<file path="config.mk">
export PLATFORM = sky130hd
export DESIGN_NAME = drive_on_off_sequencer
export DESIGN_NICKNAME = d
export VERILOG_FILES = /design/src/verilog/drive_seq_pkg.sv /design/src/verilog/drive_on_off_sequencer.sv
export SDC_FILE = /design/constraint.sdc
export NUM_CORES = 1
export LEC_CHECK = 0
export ABC_CLOCK_PERIOD_IN_PS = 2200
export BUFFER_PORTS_ARGS = -buffer_cell sky130_fd_sc_hd__buf_2
export CAP_MARGIN = 40
export CORE_AREA = 4 4 69 71
export DETAILED_ROUTE_END_ITERATION = 7
export DIE_AREA = 0 0 73 75
export PLACE_DENSITY = 0.83
export SETUP_SLACK_MARGIN = 0.05
export SYNTH_ARGS = -nofsm -noshare
export SYNTH_HDL_FRONTEND = slang
export SYNTH_SLANG_ARGS = --single-unit
</file>
<file path="constraint.sdc">
create_clock -name mclk_in -period 2.2 [get_ports mclk_in]
set_clock_uncertainty 0.15 [all_clocks]
set_input_delay 0.33 -clock mclk_in [delete_from_list [all_inputs] [get_ports mclk_in]]
set_output_delay 0.33 -clock mclk_in [all_outputs]
set_load 0.005 [all_outputs]
</file>
<file path="src/verilog/drive_seq_pkg.sv">
package drive_seq_pkg;

  // register bus geometry
  localparam int unsigned ADDR_W = 8;
  localparam int unsigned DATA_W = 32;

  // register byte offsets
  localparam logic [7:0] CTRL_OFFSET   = 8'h00;  // command word
  localparam logic [7:0] CONFIG_OFFSET = 8'h04;  // options
  localparam logic [7:0] STATUS_OFFSET = 8'h08;  // sequencer state

  // command word field positions
  localparam int unsigned CTRL_ON_BIT     = 0;
  localparam int unsigned CTRL_COAST_BIT  = 1;
  localparam int unsigned CTRL_QUICK_BIT  = 2;
  localparam int unsigned CTRL_ENABLE_BIT = 3;

  // option field positions
  localparam int unsigned CFG_AUTO_BIT = 0;  // automatic start
  localparam int unsigned CFG_BUS_BIT  = 1;  // 1: fieldbus word

  // status field positions
  localparam int unsigned STAT_STATE_LSB = 0;
  localparam int unsigned STAT_MOTOR_BIT = 8;
  localparam int unsigned STAT_RAMPN_BIT = 9;
  localparam int unsigned STAT_RAMPQ_BIT = 10;

  // values after reset
  localparam logic [3:0] CTRL_RESET   = 4'h0;
  localparam logic [1:0] CONFIG_RESET = 2'h0;

  // sequencer states, one-hot
  typedef enum logic [6:0] {
    state_power_up            = 7'h01,
    state_switch_on_inhibited = 7'h02,
    state_ready_to_switch_on  = 7'h04,
    state_await_enable        = 7'h08,
    state_operation           = 7'h10,
    state_normal_stop         = 7'h20,
    state_fast_stop           = 7'h40
  } seq_state_e;

  // resolved command set from the selected source
  typedef struct packed {
    logic on_cmd;          // switch-on request (low means ramped stop)
    logic coast_stop_cmd;  // remove drive at once
    logic quick_stop_cmd;  // brake on the quick-stop ramp
    logic op_enable;       // operating enable
  } cmd_s;

  // drive-side outputs
  typedef struct packed {
    logic motor_on;     // power stage energised
    logic ramp_normal;  // ramp generator uses normal ramp-down time
    logic ramp_quick;   // ramp generator uses quick-stop ramp-down time
  } drive_s;

endpackage : drive_seq_pkg

</file>
<file path="src/verilog/drive_on_off_sequencer.sv">
module drive_on_off_sequencer
  import drive_seq_pkg::*;
(
  // clock, reset, enable
  input  wire logic              mclk_in,
  input  wire logic              resetn_in,
  input  wire logic              ce_in,
  // register port
  input  wire logic [ADDR_W-1:0] addr_in,
  input  wire logic [DATA_W-1:0] wr_data_in,
  input  wire logic              wr_in,
  input  wire logic              rd_in,
  output logic      [DATA_W-1:0] rd_data_out,
  // digital command inputs
  input  wire logic              di_on_in,
  input  wire logic              di_coast_stop_in,
  input  wire logic              di_quick_stop_in,
  // ramp generator feedback
  input  wire logic              zero_speed_in,
  // drive outputs
  output logic                   motor_on_out,
  output logic                   ramp_normal_out,
  output logic                   ramp_quick_out,
  output logic      [6:0]        state_out
);

  // stored state
  logic [3:0] ctrl_word;    // fieldbus control word
  logic [1:0] config_bits;  // auto start and source select
  seq_state_e state;        // sequencer state
  seq_state_e next_state;   // value for next edge
  cmd_s       cmd;          // resolved commands
  drive_s     drive;        // registered drive outputs
  logic       auto_start;   // auto-start option, same-cycle write counts

  // motor energised in the running and braking states
  function automatic logic energised(input seq_state_e s);
    energised = (s == state_operation) || (s == state_normal_stop) ||
                (s == state_fast_stop);
  endfunction : energised

  // coast or quick stop pending; outside the energised states both force the inhibited state
  function automatic logic hard_stop(input cmd_s c);
    hard_stop = c.coast_stop_cmd || c.quick_stop_cmd;
  endfunction : hard_stop

  // power-up lasts one enabled cycle and the option resets to off, so
  // a write landing on that same edge must already count
  assign auto_start = (wr_in && addr_in == CONFIG_OFFSET) ?
                      wr_data_in[CFG_AUTO_BIT] : config_bits[CFG_AUTO_BIT];

  // command source mux
  always_comb begin
    if (config_bits[CFG_BUS_BIT]) begin
      // the master owns the enable bit here
      cmd.on_cmd         = ctrl_word[CTRL_ON_BIT];
      cmd.coast_stop_cmd = ctrl_word[CTRL_COAST_BIT];
      cmd.quick_stop_cmd = ctrl_word[CTRL_QUICK_BIT];
      cmd.op_enable      = ctrl_word[CTRL_ENABLE_BIT];
    end else begin
      // terminal control: enable tied active
      cmd.on_cmd         = di_on_in;
      cmd.coast_stop_cmd = di_coast_stop_in;
      cmd.quick_stop_cmd = di_quick_stop_in;
      cmd.op_enable      = 1'b1;
    end
  end

  // next-state decode; within each state the coast branch comes
  // first, then quick, then the ramped stop
  always_comb begin
    next_state = state;
    unique case (state)
      state_power_up: begin
        // first enabled cycle after reset looks at the inputs
        if (hard_stop(cmd)) begin
          next_state = state_switch_on_inhibited;
        end else if (cmd.on_cmd && !auto_start) begin
          next_state = state_switch_on_inhibited;
        end else begin
          // auto start keeps the on level live
          next_state = state_ready_to_switch_on;
        end
      end
      state_switch_on_inhibited: begin
        // on is ignored; leave only once on and both stops are idle
        if (!cmd.on_cmd && !hard_stop(cmd)) begin
          next_state = state_ready_to_switch_on;
        end
      end
      state_ready_to_switch_on: begin
        if (hard_stop(cmd)) begin
          next_state = state_switch_on_inhibited;
        end else if (cmd.on_cmd) begin
          next_state = state_await_enable;
        end
      end
      state_await_enable: begin
        if (hard_stop(cmd)) begin
          next_state = state_switch_on_inhibited;
        end else if (!cmd.on_cmd) begin
          next_state = state_ready_to_switch_on;
        end else if (cmd.op_enable) begin
          next_state = state_operation;
        end
      end
      state_operation: begin
        if (cmd.coast_stop_cmd) begin
          next_state = state_switch_on_inhibited;
        end else if (cmd.quick_stop_cmd) begin
          next_state = state_fast_stop;
        end else if (!cmd.on_cmd) begin
          next_state = state_normal_stop;
        end else if (!cmd.op_enable) begin
          // enable withdrawn: drop drive, wait for it again
          next_state = state_await_enable;
        end
      end
      state_normal_stop: begin
        if (cmd.coast_stop_cmd) begin
          next_state = state_switch_on_inhibited;
        end else if (cmd.quick_stop_cmd) begin
          next_state = state_fast_stop;
        end else if (zero_speed_in) begin
          next_state = state_ready_to_switch_on;
        end
      end
      state_fast_stop: begin
        // a ramped stop cannot soften a quick stop once begun
        if (cmd.coast_stop_cmd) begin
          next_state = state_switch_on_inhibited;
        end else if (zero_speed_in) begin
          next_state = state_switch_on_inhibited;
        end
      end
      default: begin
        // illegal one-hot code: park safely with drive off
        next_state = state_switch_on_inhibited;
      end
    endcase
  end

  // state register
  always_ff @(posedge mclk_in or negedge resetn_in) begin
    if (!resetn_in) begin
      state <= state_power_up;
    end else if (ce_in) begin
      state <= next_state;
    end
  end

  // drive outputs registered from the next state so they line up
  // with the state report; no extra cycle of drive after a coast
  always_ff @(posedge mclk_in or negedge resetn_in) begin
    if (!resetn_in) begin
      drive <= '0;
    end else if (ce_in) begin
      drive.motor_on    <= energised(next_state);
      drive.ramp_normal <= (next_state == state_normal_stop);
      drive.ramp_quick  <= (next_state == state_fast_stop);
    end
  end

  assign motor_on_out    = drive.motor_on;
  assign ramp_normal_out = drive.ramp_normal;
  assign ramp_quick_out  = drive.ramp_quick;
  assign state_out       = state;

  // register writes; status is read-only
  always_ff @(posedge mclk_in or negedge resetn_in) begin
    if (!resetn_in) begin
      ctrl_word   <= CTRL_RESET;
      config_bits <= CONFIG_RESET;
    end else if (ce_in && wr_in) begin
      if (addr_in == CTRL_OFFSET) begin
        ctrl_word <= wr_data_in[3:0];
      end
      if (addr_in == CONFIG_OFFSET) begin
        config_bits <= wr_data_in[1:0];
      end
    end
  end

  // read data stands only in the cycle after the strobe;
  // unmapped offsets and idle cycles read as zero
  always_ff @(posedge mclk_in or negedge resetn_in) begin
    if (!resetn_in) begin
      rd_data_out <= '0;
    end else if (ce_in) begin
      rd_data_out <= '0;
      if (rd_in) begin
        unique case (addr_in)
          CTRL_OFFSET: begin
            rd_data_out[3:0] <= ctrl_word;
          end
          CONFIG_OFFSET: begin
            rd_data_out[1:0] <= config_bits;
          end
          STATUS_OFFSET: begin
            rd_data_out[STAT_STATE_LSB +: 7] <= state;
            rd_data_out[STAT_MOTOR_BIT]      <= drive.motor_on;
            rd_data_out[STAT_RAMPN_BIT]      <= drive.ramp_normal;
            rd_data_out[STAT_RAMPQ_BIT]      <= drive.ramp_quick;
          end
          default: begin
            rd_data_out <= '0;
          end
        endcase
      end
    end
  end
endmodule : drive_on_off_sequencer

</file>
After elaboration in Yosys (flattened, before gate mapping)
Index checks and enable logic that the tools add are counted.
{ "classes": {"n_addsub": 0, "n_mul": 0, "n_div": 0, "n_lt_le_gt_ge": 0, "eq_ne": 12, "n_shift": 0, "n_mux": 25, "bitwise_logic": 0, "reduce_logical": 13} }
{ "op_table": {"columns": ["operator", "count"], "rows": [
  ["$mux 7", 16],
  ["$pmux 7 s7", 1],
  ["$eq 7x5->1 const B", 2],
  ["$eq 7x6->1 const B", 2],
  ["$eq 7x7->1 const B", 2],
  ["$mux 11", 1],
  ["$mux 3", 3],
  ["$eq 8x3->1 const B", 1],
  ["$eq 8x4->1 const B", 1],
  ["$logic_not 8->1", 1],
  ["$eq 7x1->1 const B", 1],
  ["$eq 7x2->1 const B", 1],
  ["$eq 7x3->1 const B", 1],
  ["$eq 7x4->1 const B", 1],
  ["$pmux 2 s3", 1],
  ["$logic_and 1x1->1", 4],
  ["$mux 4", 1],
  ["$pmux 2 s2", 1],
  ["$reduce_and 2->1", 2],
  ["$logic_not 1->1", 3],
  ["$logic_or 1x1->1", 3],
  ["$mux 1", 1]
]} }
{ "totals": {"register_bits": 48, "latch_bits": 0, "ramBits": 0, "rom_bits": 0, "input_bits": 49, "out_inout_bits": 42, "wordCells": 57, "n_memories": 0} }

Depth between registers and ports, before layout
Gate-level depths: netlist (run 1).
{ "depth": {"ltp_word": 11, "mapped_depth": 7, "depth_no_buf": 5} }

Worst setup path before layout (run 1)
No wires, ideal clock.
{ "synth_timing": {"path_type": "reg-to-reg", "startpoint": "reg state[6], in the netlist state_out[6]", "endpoint": "reg state[1], in the netlist state_out[1]", "t_arrival_ns": 1.727, "t_required_ns": 1.924, "slack_ns": 0.197, "stages_incl_launch_ff": 7, "path_cell_list": "dfrtp_1 or4_4 buf_6 a211oi_2 a221o_2 o31ai_1 o32a_1"} }
{ "synth_via": {"elab_chain_len": 2, "elab_cells_between_ends": 8, "classes_between": "7 x eq/ne; 1 x mux"} }
{ "synth_lines": {"columns": ["item", "line", "rtl"], "rows": [
  ["start, declared", "drive_on_off_sequencer.sv:30", "seq_state_e state;"],
  ["start signal, assigned", "drive_on_off_sequencer.sv:146", "state <= state_power_up;"],
  ["start signal, assigned", "drive_on_off_sequencer.sv:148", "state <= next_state;"],
  ["$eq 7x7->1, or another cell as far along", "drive_on_off_sequencer.sv:73", "unique case (state)"],
  ["$pmux 7 s7 (*)", "drive_on_off_sequencer.sv:73", null]
]} }
Mark *: on every way between the ends. The rest lies on a longest branch, timed or not.
A chain may end at the register's enable or synchronous reset.

Worst setup path in the final report (run 1)
{ "layout_timing": {"startpoint": "reg config_bits[1]", "endpoint": "reg drive, in the netlist motor_on_out"} }
{ "layout_via": {"elab_chain_len": 9, "elab_cells_between_ends": 27, "classes_between": "3 x eq/ne; 17 x mux; 7 x reduce/logical"} }
{ "layout_lines": {"columns": ["item", "line", "rtl"], "rows": [
  ["start, declared", "drive_on_off_sequencer.sv:29", "logic [1:0] config_bits;"],
  ["start signal, assigned", "drive_on_off_sequencer.sv:179", "config_bits <= wr_data_in[1:0];"],
  ["$mux 4 (*)", "drive_on_off_sequencer.sv:54", "if (config_bits[CFG_BUS_BIT]) begin"],
  ["$mux 7 / $logic_or 1x1->1 (equally long branches)", "drive_on_off_sequencer.sv:114, drive_on_off_sequencer.sv:44", null],
  ["$mux 7 / $logic_not 1->1 (equally long branches)", "drive_on_off_sequencer.sv:112, drive_on_off_sequencer.sv:87", null],
  ["$mux 7 / $logic_and 1x1->1 (equally long branches)", "drive_on_off_sequencer.sv:110, drive_on_off_sequencer.sv:87", null],
  ["$mux 7 (on tied branches)", "drive_on_off_sequencer.sv:108, drive_on_off_sequencer.sv:87", null],
  ["$pmux 7 s7 (*)", "drive_on_off_sequencer.sv:73", null],
  ["$eq 7x5->1 / $eq 7x6->1 (equally long branches)", "drive_on_off_sequencer.sv:38", "energised = (s == state_operation) || (s == state_normal_stop) ||"],
  ["$logic_or 1x1->1", "drive_on_off_sequencer.sv:38", null],
  ["$logic_or 1x1->1 (*)", "drive_on_off_sequencer.sv:38", null],
  ["end, declared", "drive_on_off_sequencer.sv:33", "drive_s drive;"]
]} }
Marks and branches as above.

==> results of run 1 <==
==> routing by layer <==
layer  vias up  wire [um]  share of wire, %
met1       767       1740                39
met3        11        424               9.5
met4         0         91               2.0
met2        83       2220                50
li1        767          -                 -
met5         -          0                 0
==> power breakdown <==
| group | switching [mW] | internal (mW) | total, mW |
|---|---|---|---|
| clock | 0.160 | 0.244 | 0.404 |
| combinational | 0.132 | 0.101 | 0.233 |
| sequential | 0.0169 | 0.493 | 0.510 |
| total | 0.309 | 0.838 | 1.15 |
==> cells by family after synthesis <==
| kind of cell | after synthesis | share of synthesized area [%] |
|---|---|---|
| buffers and inverters | 44 | 14.6 |
| xor gates and xnor gates | 4 | 1.90 |
| DFF | 26 | 35.4 |
| and+or+nand+nor | 61 | 20.3 |
| other | 1 | 0.204 |
| muxes | 14 | 8.15 |
| AOI/OAI and AO/OA | 48 | 19.4 |
==> synth_stat cells (2+ instances only) <==
cell type / n / area, um^2
sky130_fd_sc_hd__nor3_1: 3 / 15.0
sky130_fd_sc_hd__xnor2_1: 2 / 17.5
sky130_fd_sc_hd__buf_2: 5 / 25.0
sky130_fd_sc_hd__or3b_2: 2 / 17.5
sky130_fd_sc_hd__mux2i_1: 6 / 60.1
sky130_fd_sc_hd__xor2_1: 2 / 17.5
sky130_fd_sc_hd__or4_1: 3 / 22.5
sky130_fd_sc_hd__dfrtp_1: 25 / 626
sky130_fd_sc_hd__o2bb2ai_1: 2 / 17.5
sky130_fd_sc_hd__nand4_1: 3 / 18.8
sky130_fd_sc_hd__a31oi_1: 4 / 25.0
sky130_fd_sc_hd__nor2b_1: 4 / 25.0
sky130_fd_sc_hd__nand4b_1: 2 / 17.5
sky130_fd_sc_hd__o21ai_1: 5 / 25.0
sky130_fd_sc_hd__nand2b_1: 2 / 12.5
sky130_fd_sc_hd__a22o_1: 6 / 52.6
sky130_fd_sc_hd__nor4_1: 3 / 18.8
sky130_fd_sc_hd__a21oi_1: 10 / 50.1
sky130_fd_sc_hd__buf_6: 2 / 22.5
sky130_fd_sc_hd__nand2_1: 6 / 22.5
sky130_fd_sc_hd__nand3_1: 3 / 15.0
sky130_fd_sc_hd__mux2_1: 6 / 67.6
sky130_fd_sc_hd__nor4bb_1: 2 / 20.0
sky130_fd_sc_hd__buf_4: 22 / 165
sky130_fd_sc_hd__nor2_1: 18 / 67.6
sky130_fd_sc_hd__clkbuf_1: 5 / 18.8
sky130_fd_sc_hd__o31ai_1: 3 / 22.5
sky130_fd_sc_hd__mux2_2: 2 / 22.5
sky130_fd_sc_hd__inv_1: 9 / 33.8
==> stage by stage <==
stage / utilization, % / worst slack, ns / hold slack (ns) / area [um^2]
global placement: 48.1 / 0.0889 / 0.202 / 2040
finish: 50.4 / 0.137 / 0.114 / 2130
floorplan: - / 0.197 / -0.116 / 1920
global route: 50.4 / 0.0563 / 0.122 / 2130
CTS: 50.1 / 0.0937 / 0.115 / 2120
detailed placement: 48.1 / -0.00212 / 0.209 / 2040
==> worst max-delay path: stages (launching register included) <==
cell and delay (ns):
sky130_fd_sc_hd__dfrtp_2 0.52, sky130_fd_sc_hd__mux2i_2 0.34, sky130_fd_sc_hd__nor3_1 0.08, sky130_fd_sc_hd__o31a_1 0.30
sky130_fd_sc_hd__o311ai_1 0.39, sky130_fd_sc_hd__a31oi_1 0.14
==> final timing paths <==
path | start | endpoint | slack, ns | depth (start not counted)
worst max register to register | config_bits[1]$_DFFE_PN0P_ | motor_on_out$_DFFE_PN0P_ | 0.14 | 5
max in group asynchronous | resetn_in | state_out[4]$_DFFE_PN0P_ | 1.07 | 2
worst min register to register | rd_data_out[2]$_DFFE_PN0P_ | rd_data_out[2]$_DFFE_PN0P_ | 0.35 | 1
worst min-delay path | wr_data_in[3] | ctrl_word[3]$_DFFE_PN0P_ | 0.11 | 2
min in group asynchronous | resetn_in | rd_data_out[0]$_DFFE_PN0P_ | 0.42 | 2
worst max-delay path | config_bits[1]$_DFFE_PN0P_ | motor_on_out$_DFFE_PN0P_ | 0.14 | 5
==> layout make-up <==
class / count / area (um^2) / share of cell area (%)
sequential: 26 / 654 / 30.7
clock buffer: 3 / 41.3 / 1.94
clock inverter: 1 / 30.0 / 1.41
multi-input combinational: 149 / 1010 / 47.4
tap: 52 / 65.1 / 3.05
inverter: 10 / 37.5 / 1.76
timing repair buffer: 52 / 293 / 13.7
==> state kept, by name (all words and copies together), names as in the netlist <==
signal	cells
ramp_quick_out	1
ramp_normal_out	1
ctrl_word	4
state_out	7
rd_data_out	10
motor_on_out	1
config_bits	2
==> repair_timing <==
action	CTS	global route
gates resized for setup	1	4
endpoints found under the setup margin	2	4
endpoints found under the hold margin	25	0
hold buffers	1	0
==> flow_metrics.env, run 1 <==
export IMPL_placement_rows=24
export IMPL_critical_path_arrival_ns=2.06
export IMPL_place_port_buffers=40
export IMPL_dr_total_vias=1628
export IMPL_syn2layout_area_growth_pct=15.8
export IMPL_die_y_um=75
export IMPL_antenna_violating_nets_post_route=0
export IMPL_post_synth_instance_area_mm2=0.00184
export IMPL_groute_layer_met1_usage_pct=19.7
export IMPL_cts_num_sinks=26
export IMPL_slew_at_the_pin_closest_to_its_max_slew_limit_ns=0.574
export IMPL_global_route_usage_met2_pct=28.5
export IMPL_syn_mean_instance_area_um2=9.30
export IMPL_grt_met3_usage_pct=3.74
export IMPL_cts_post_setup_buffers_inserted=0
export IMPL_pin_count=91
export IMPL_grt_pass1_vias=1514
export IMPL_synthDistinctLibCells=60
export IMPL_post_route_period_util_pct=93.8
export IMPL_floorplan_initialDensity_pct=43.5
export IMPL_hold_violations=0
export IMPL_yosysWarningCount=0
export IMPL_timing_final_setup_violations=0
export IMPL_vdd_ir_drop_worst_v=0.000337
export IMPL_finalWirelength_mm=4.48
export IMPL_synth_enable_flop_cells=0
export IMPL_fraction_of_synthesis_flops_using_an_asynchronous_set_or_reset_pin_pct=100
export IMPL_drcViolationCount=0
export IMPL_detail_route_first_pass_iterations=4
export IMPL_crit_path_start_kind="register"
export IMPL_post_drt_wl_per_cell_um=15.3
export IMPL_nets=291
export IMPL_ctsHtreeMaxLevel=1
export IMPL_ctsRootBufferMaster="sky130_fd_sc_hd__clkbuf_8"
export IMPL_cts_tree="built"
export IMPL_most_common_library_cell_in_the_layout_ignoring_fill_and_taps="sky130_fd_sc_hd__buf_2"
export IMPL_max_freq_mhz=485
export IMPL_clkLatencyLatePin_ns=0.28
export IMPL_num_antenna_cells=0
export IMPL_placeableCoreArea_mm2=0.00423
export IMPL_seq_area_frac_synth_pct=35.4
export IMPL_yosys_most_used_dff="sky130_fd_sc_hd__dfrtp_1"
export IMPL_layoutNonFillerInstCount=293
export IMPL_clk_pin_slew_worst_paths_ns=0.09
export IMPL_crit_type="reg2reg"
export IMPL_top_usage_layer="met2"
export IMPL_fp_dieW_um=73
export IMPL_p_leak_nw=1.02
export IMPL_maxCapViolations=0
export IMPL_period_needed_ns=2.06
export IMPL_timing_slew_headroom_pct=61.8
export IMPL_post_layout_total_power_mw=1.15
export IMPL_synthCells=198
export IMPL_clockBufferDepth=2
export IMPL_slew_violations=0
export IMPL_grt_first_pass_wirelength_mm=7.10
export IMPL_fillCellCount=413
export IMPL_finalWeightedCongestion=0.942
export IMPL_grt_overflow_total=0
export IMPL_synth_seq_cells=26
export IMPL_numPlacedInstances=288
export IMPL_drt_first_iter_violations=220
export IMPL_critPathCaptureType="register"
export IMPL_layout_common_cells="sky130_fd_sc_hd__buf_2 (40), sky130_fd_sc_hd__dfrtp_1 (23), sky130_fd_sc_hd__conb_1 (22)"
export IMPL_grtUsageTotal_pct=16.5
export IMPL_crit_fanout=14
export IMPL_grt_max_degree=27
export IMPL_power_density_mw_per_mm2=538
export IMPL_setup_repair_after_global_routing_missed_its_margin="no"
export IMPL_die_area_mm2=0.00548
export IMPL_status="complete, no violations"
export IMPL_ratio_of_routed_vias_to_standard_cells=5.56
export IMPL_post_dp_hpwl_mm=3.42
export IMPL_cts_buffers=3
export IMPL_hp_class="in2reg"
export IMPL_antenna_violations_before_repair=0
export IMPL_cp_data_required_time_ns=2.20
export IMPL_setup_tns_ns=0
export IMPL_final_layout_size_suffix_gt1_share_pct=30.7
Note: power is estimated with default switching activity, not from simulation.
==> inputs of run 2 (changes only) <==
--- a/config.mk
+++ b/config.mk
@@ -6,7 +6,7 @@
 export NUM_CORES = 1
 export LEC_CHECK = 0
 export ABC_CLOCK_PERIOD_IN_PS = 2200
-export BUFFER_PORTS_ARGS = -buffer_cell sky130_fd_sc_hd__buf_2
+export BUFFER_PORTS_ARGS = -buffer_cell sky130_fd_sc_hd__buf_4
 export CAP_MARGIN = 40
 export CORE_AREA = 4 4 69 71
 export DETAILED_ROUTE_END_ITERATION = 7
==> flow_metrics.env, run 2 (synthesis gave the netlist of run 1 again) <==
export IMPL_status="complete, no violations"
export IMPL_final_layout_size_suffix_gt1_share_pct=31.3
export IMPL_maxCapViolations=0
export IMPL_top_usage_layer="met2"
export IMPL_clk_pin_slew_worst_paths_ns=0.09
export IMPL_setup_tns_ns=0
export IMPL_reg2reg_depth=5
export IMPL_power_density_mw_per_mm2=513
export IMPL_crit_type="reg2reg"
export IMPL_grt_pass1_vias=1436
export IMPL_antenna_violating_nets_post_route=0
export IMPL_num_antenna_cells=0
export IMPL_cts_num_sinks=26
export IMPL_timing_final_setup_violations=0
export IMPL_largest_register_ff_count=10
export IMPL_end_point_of_the_most_critical_hold_path="ctrl_word[2]$_DFFE_PN0P_"
export IMPL_layoutNonFillerInstCount=295
export IMPL_die_area_mm2=0.00548
export IMPL_ctsRootBufferMaster="sky130_fd_sc_hd__clkbuf_8"
export IMPL_hold_violations=0
export IMPL_placement_rows=24
export IMPL_finalWirelength_mm=4.22
export IMPL_post_layout_total_power_mw=1.16
export IMPL_ratio_of_routed_vias_to_standard_cells=5.35
export IMPL_critPathCaptureType="register"
export IMPL_min_path_cells=2
export IMPL_cpMaxStageDelayCell="sky130_fd_sc_hd__or4_4"
export IMPL_vdd_ir_drop_worst_v=0.000243
export IMPL_post_dp_hpwl_mm=3.22
export IMPL_crit_path_start_kind="register"
export IMPL_ctsHtreeMaxLevel=1
export IMPL_cp_data_required_time_ns=2.22
export IMPL_cts_post_setup_buffers_inserted=0
export IMPL_worst_r2r_setup_slack_ns=0.14
export IMPL_placeableCoreArea_mm2=0.00423
export IMPL_crit_fanout=7
export IMPL_fp_dieW_um=73
export IMPL_period_needed_ns=2.06
export IMPL_top_register="rd_data_out"
export IMPL_clockBufferDepth=2
export IMPL_floorplan_initialDensity_pct=43.5
export IMPL_drcViolationCount=0
export IMPL_layout_common_cells="sky130_fd_sc_hd__buf_4 (53), sky130_fd_sc_hd__dfrtp_1 (24), sky130_fd_sc_hd__conb_1 (22)"
export IMPL_hp_class="in2reg"
export IMPL_syn2layout_area_growth_pct=22.6
export IMPL_grt_max_degree=27
export IMPL_r2r_end="state_out[1]$_DFFE_PN0P_"
export IMPL_crit_path_cell_trace="or4_4 > a211oi_2 > a221o_2 > o31ai_1 > o32a_1"
export IMPL_groute_layer_met1_usage_pct=20.5
export IMPL_post_drt_wl_per_cell_um=14.3
export IMPL_grt_met3_usage_pct=3.07
export IMPL_critical_path_arrival_ns=2.08
export IMPL_holdCritStartpoint="wr_data_in[2]"
export IMPL_detail_route_first_pass_iterations=4
export IMPL_antenna_violations_before_repair=0
export IMPL_max_freq_mhz=485
export IMPL_cts_buffers=3
export IMPL_dr_total_vias=1579
export IMPL_post_route_period_util_pct=93.7
export IMPL_global_route_usage_met2_pct=26.1
export IMPL_startpoint_of_the_lowest_slack_register_to_register_path="state_out[6]$_DFFE_PN0P_"
export IMPL_most_common_library_cell_in_the_layout_ignoring_fill_and_taps="sky130_fd_sc_hd__buf_4"
export IMPL_grt_first_pass_wirelength_mm=6.74
export IMPL_slew_violations=0
export IMPL_critical_path_max_stage_delay_ns=0.63
export IMPL_die_y_um=75
export IMPL_finalWeightedCongestion=0.940
export IMPL_grtUsageTotal_pct=15.7
export IMPL_cts_tree="built"
export IMPL_drt_first_iter_violations=78
export IMPL_place_port_buffers=40
export IMPL_clkLatencyLatePin_ns=0.27
export IMPL_grt_overflow_total=0
export IMPL_numPlacedInstances=290
export IMPL_setup_repair_after_global_routing_missed_its_margin="no"
export IMPL_nets=293
export IMPL_pin_count=91
export IMPL_p_leak_nw=1.05
-- run 2: through the flow --
stage	cell area, um^2	worst slack, ns	util (%)	hold WS, ns
finish	2260	0.140	53.3	0.120
global route	2260	0.0374	53.3	0.121
CTS	2230	0.101	52.7	0.119
detailed placement	2150	0.115	50.8	0.106
global placement	2150	0.133	50.8	0.101
floorplan	1920	0.197	-	-0.116
-- run 2: worst max-delay path by stage --
stage | start | to | slack (ns) | depth (start not counted)
after floorplan | state_out[6]$_DFFE_PN0P_ | state_out[1]$_DFFE_PN0P_ | 0.20 | 6
after global placement | state_out[6]$_DFFE_PN0P_ | state_out[1]$_DFFE_PN0P_ | 0.13 | 5
after detailed placement | config_bits[1]$_DFFE_PN0P_ | state_out[1]$_DFFE_PN0P_ | 0.11 | 5
after CTS | config_bits[1]$_DFFE_PN0P_ | state_out[1]$_DFFE_PN0P_ | 0.10 | 5
after global routing | state_out[4]$_DFFE_PN0P_ | motor_on_out$_DFFE_PN0P_ | 0.04 | 6
final | state_out[6]$_DFFE_PN0P_ | state_out[1]$_DFFE_PN0P_ | 0.14 | 5
-- run 2: area by class of cell --
type                       count  area, um^2
clock buffer                   3        41.3
fill                         396        1980
sequential                    26         653
inverter                      10        37.5
multi-input combinational    149        1020
clock inverter                 1        30.0
tap                           52        65.1
timing repair buffer          54         408
-- run 2: routing by layer --
| layer | wire, um | up-vias |
|---|---|---|
| met1 | 1740 | 726 |
| met4 | 71 | 0 |
| met5 | 0 | - |
| li1 | - | 770 |
| met3 | 343 | 9 |
| met2 | 2070 | 74 |
-- run 2: timing repair --
action	CTS	global route
endpoints found under the setup margin	0	5
hold endpoints to repair	25	0
gates resized for setup	0	6
hold buffers	1	0
-- run 2: where the power goes --
group | internal [mW] | switching (mW)
sequential | 0.493 | 0.0179
clock | 0.244 | 0.155
combinational | 0.118 | 0.131
total | 0.854 | 0.304
-- run 2: critical path: cells and delay by family, from the launching register on --
family	cells	cell delay (ns)
AO/OA/AOI/OAI	4	0.73
AND/OR/NAND/NOR	1	0.63
flip-flops	1	0.45
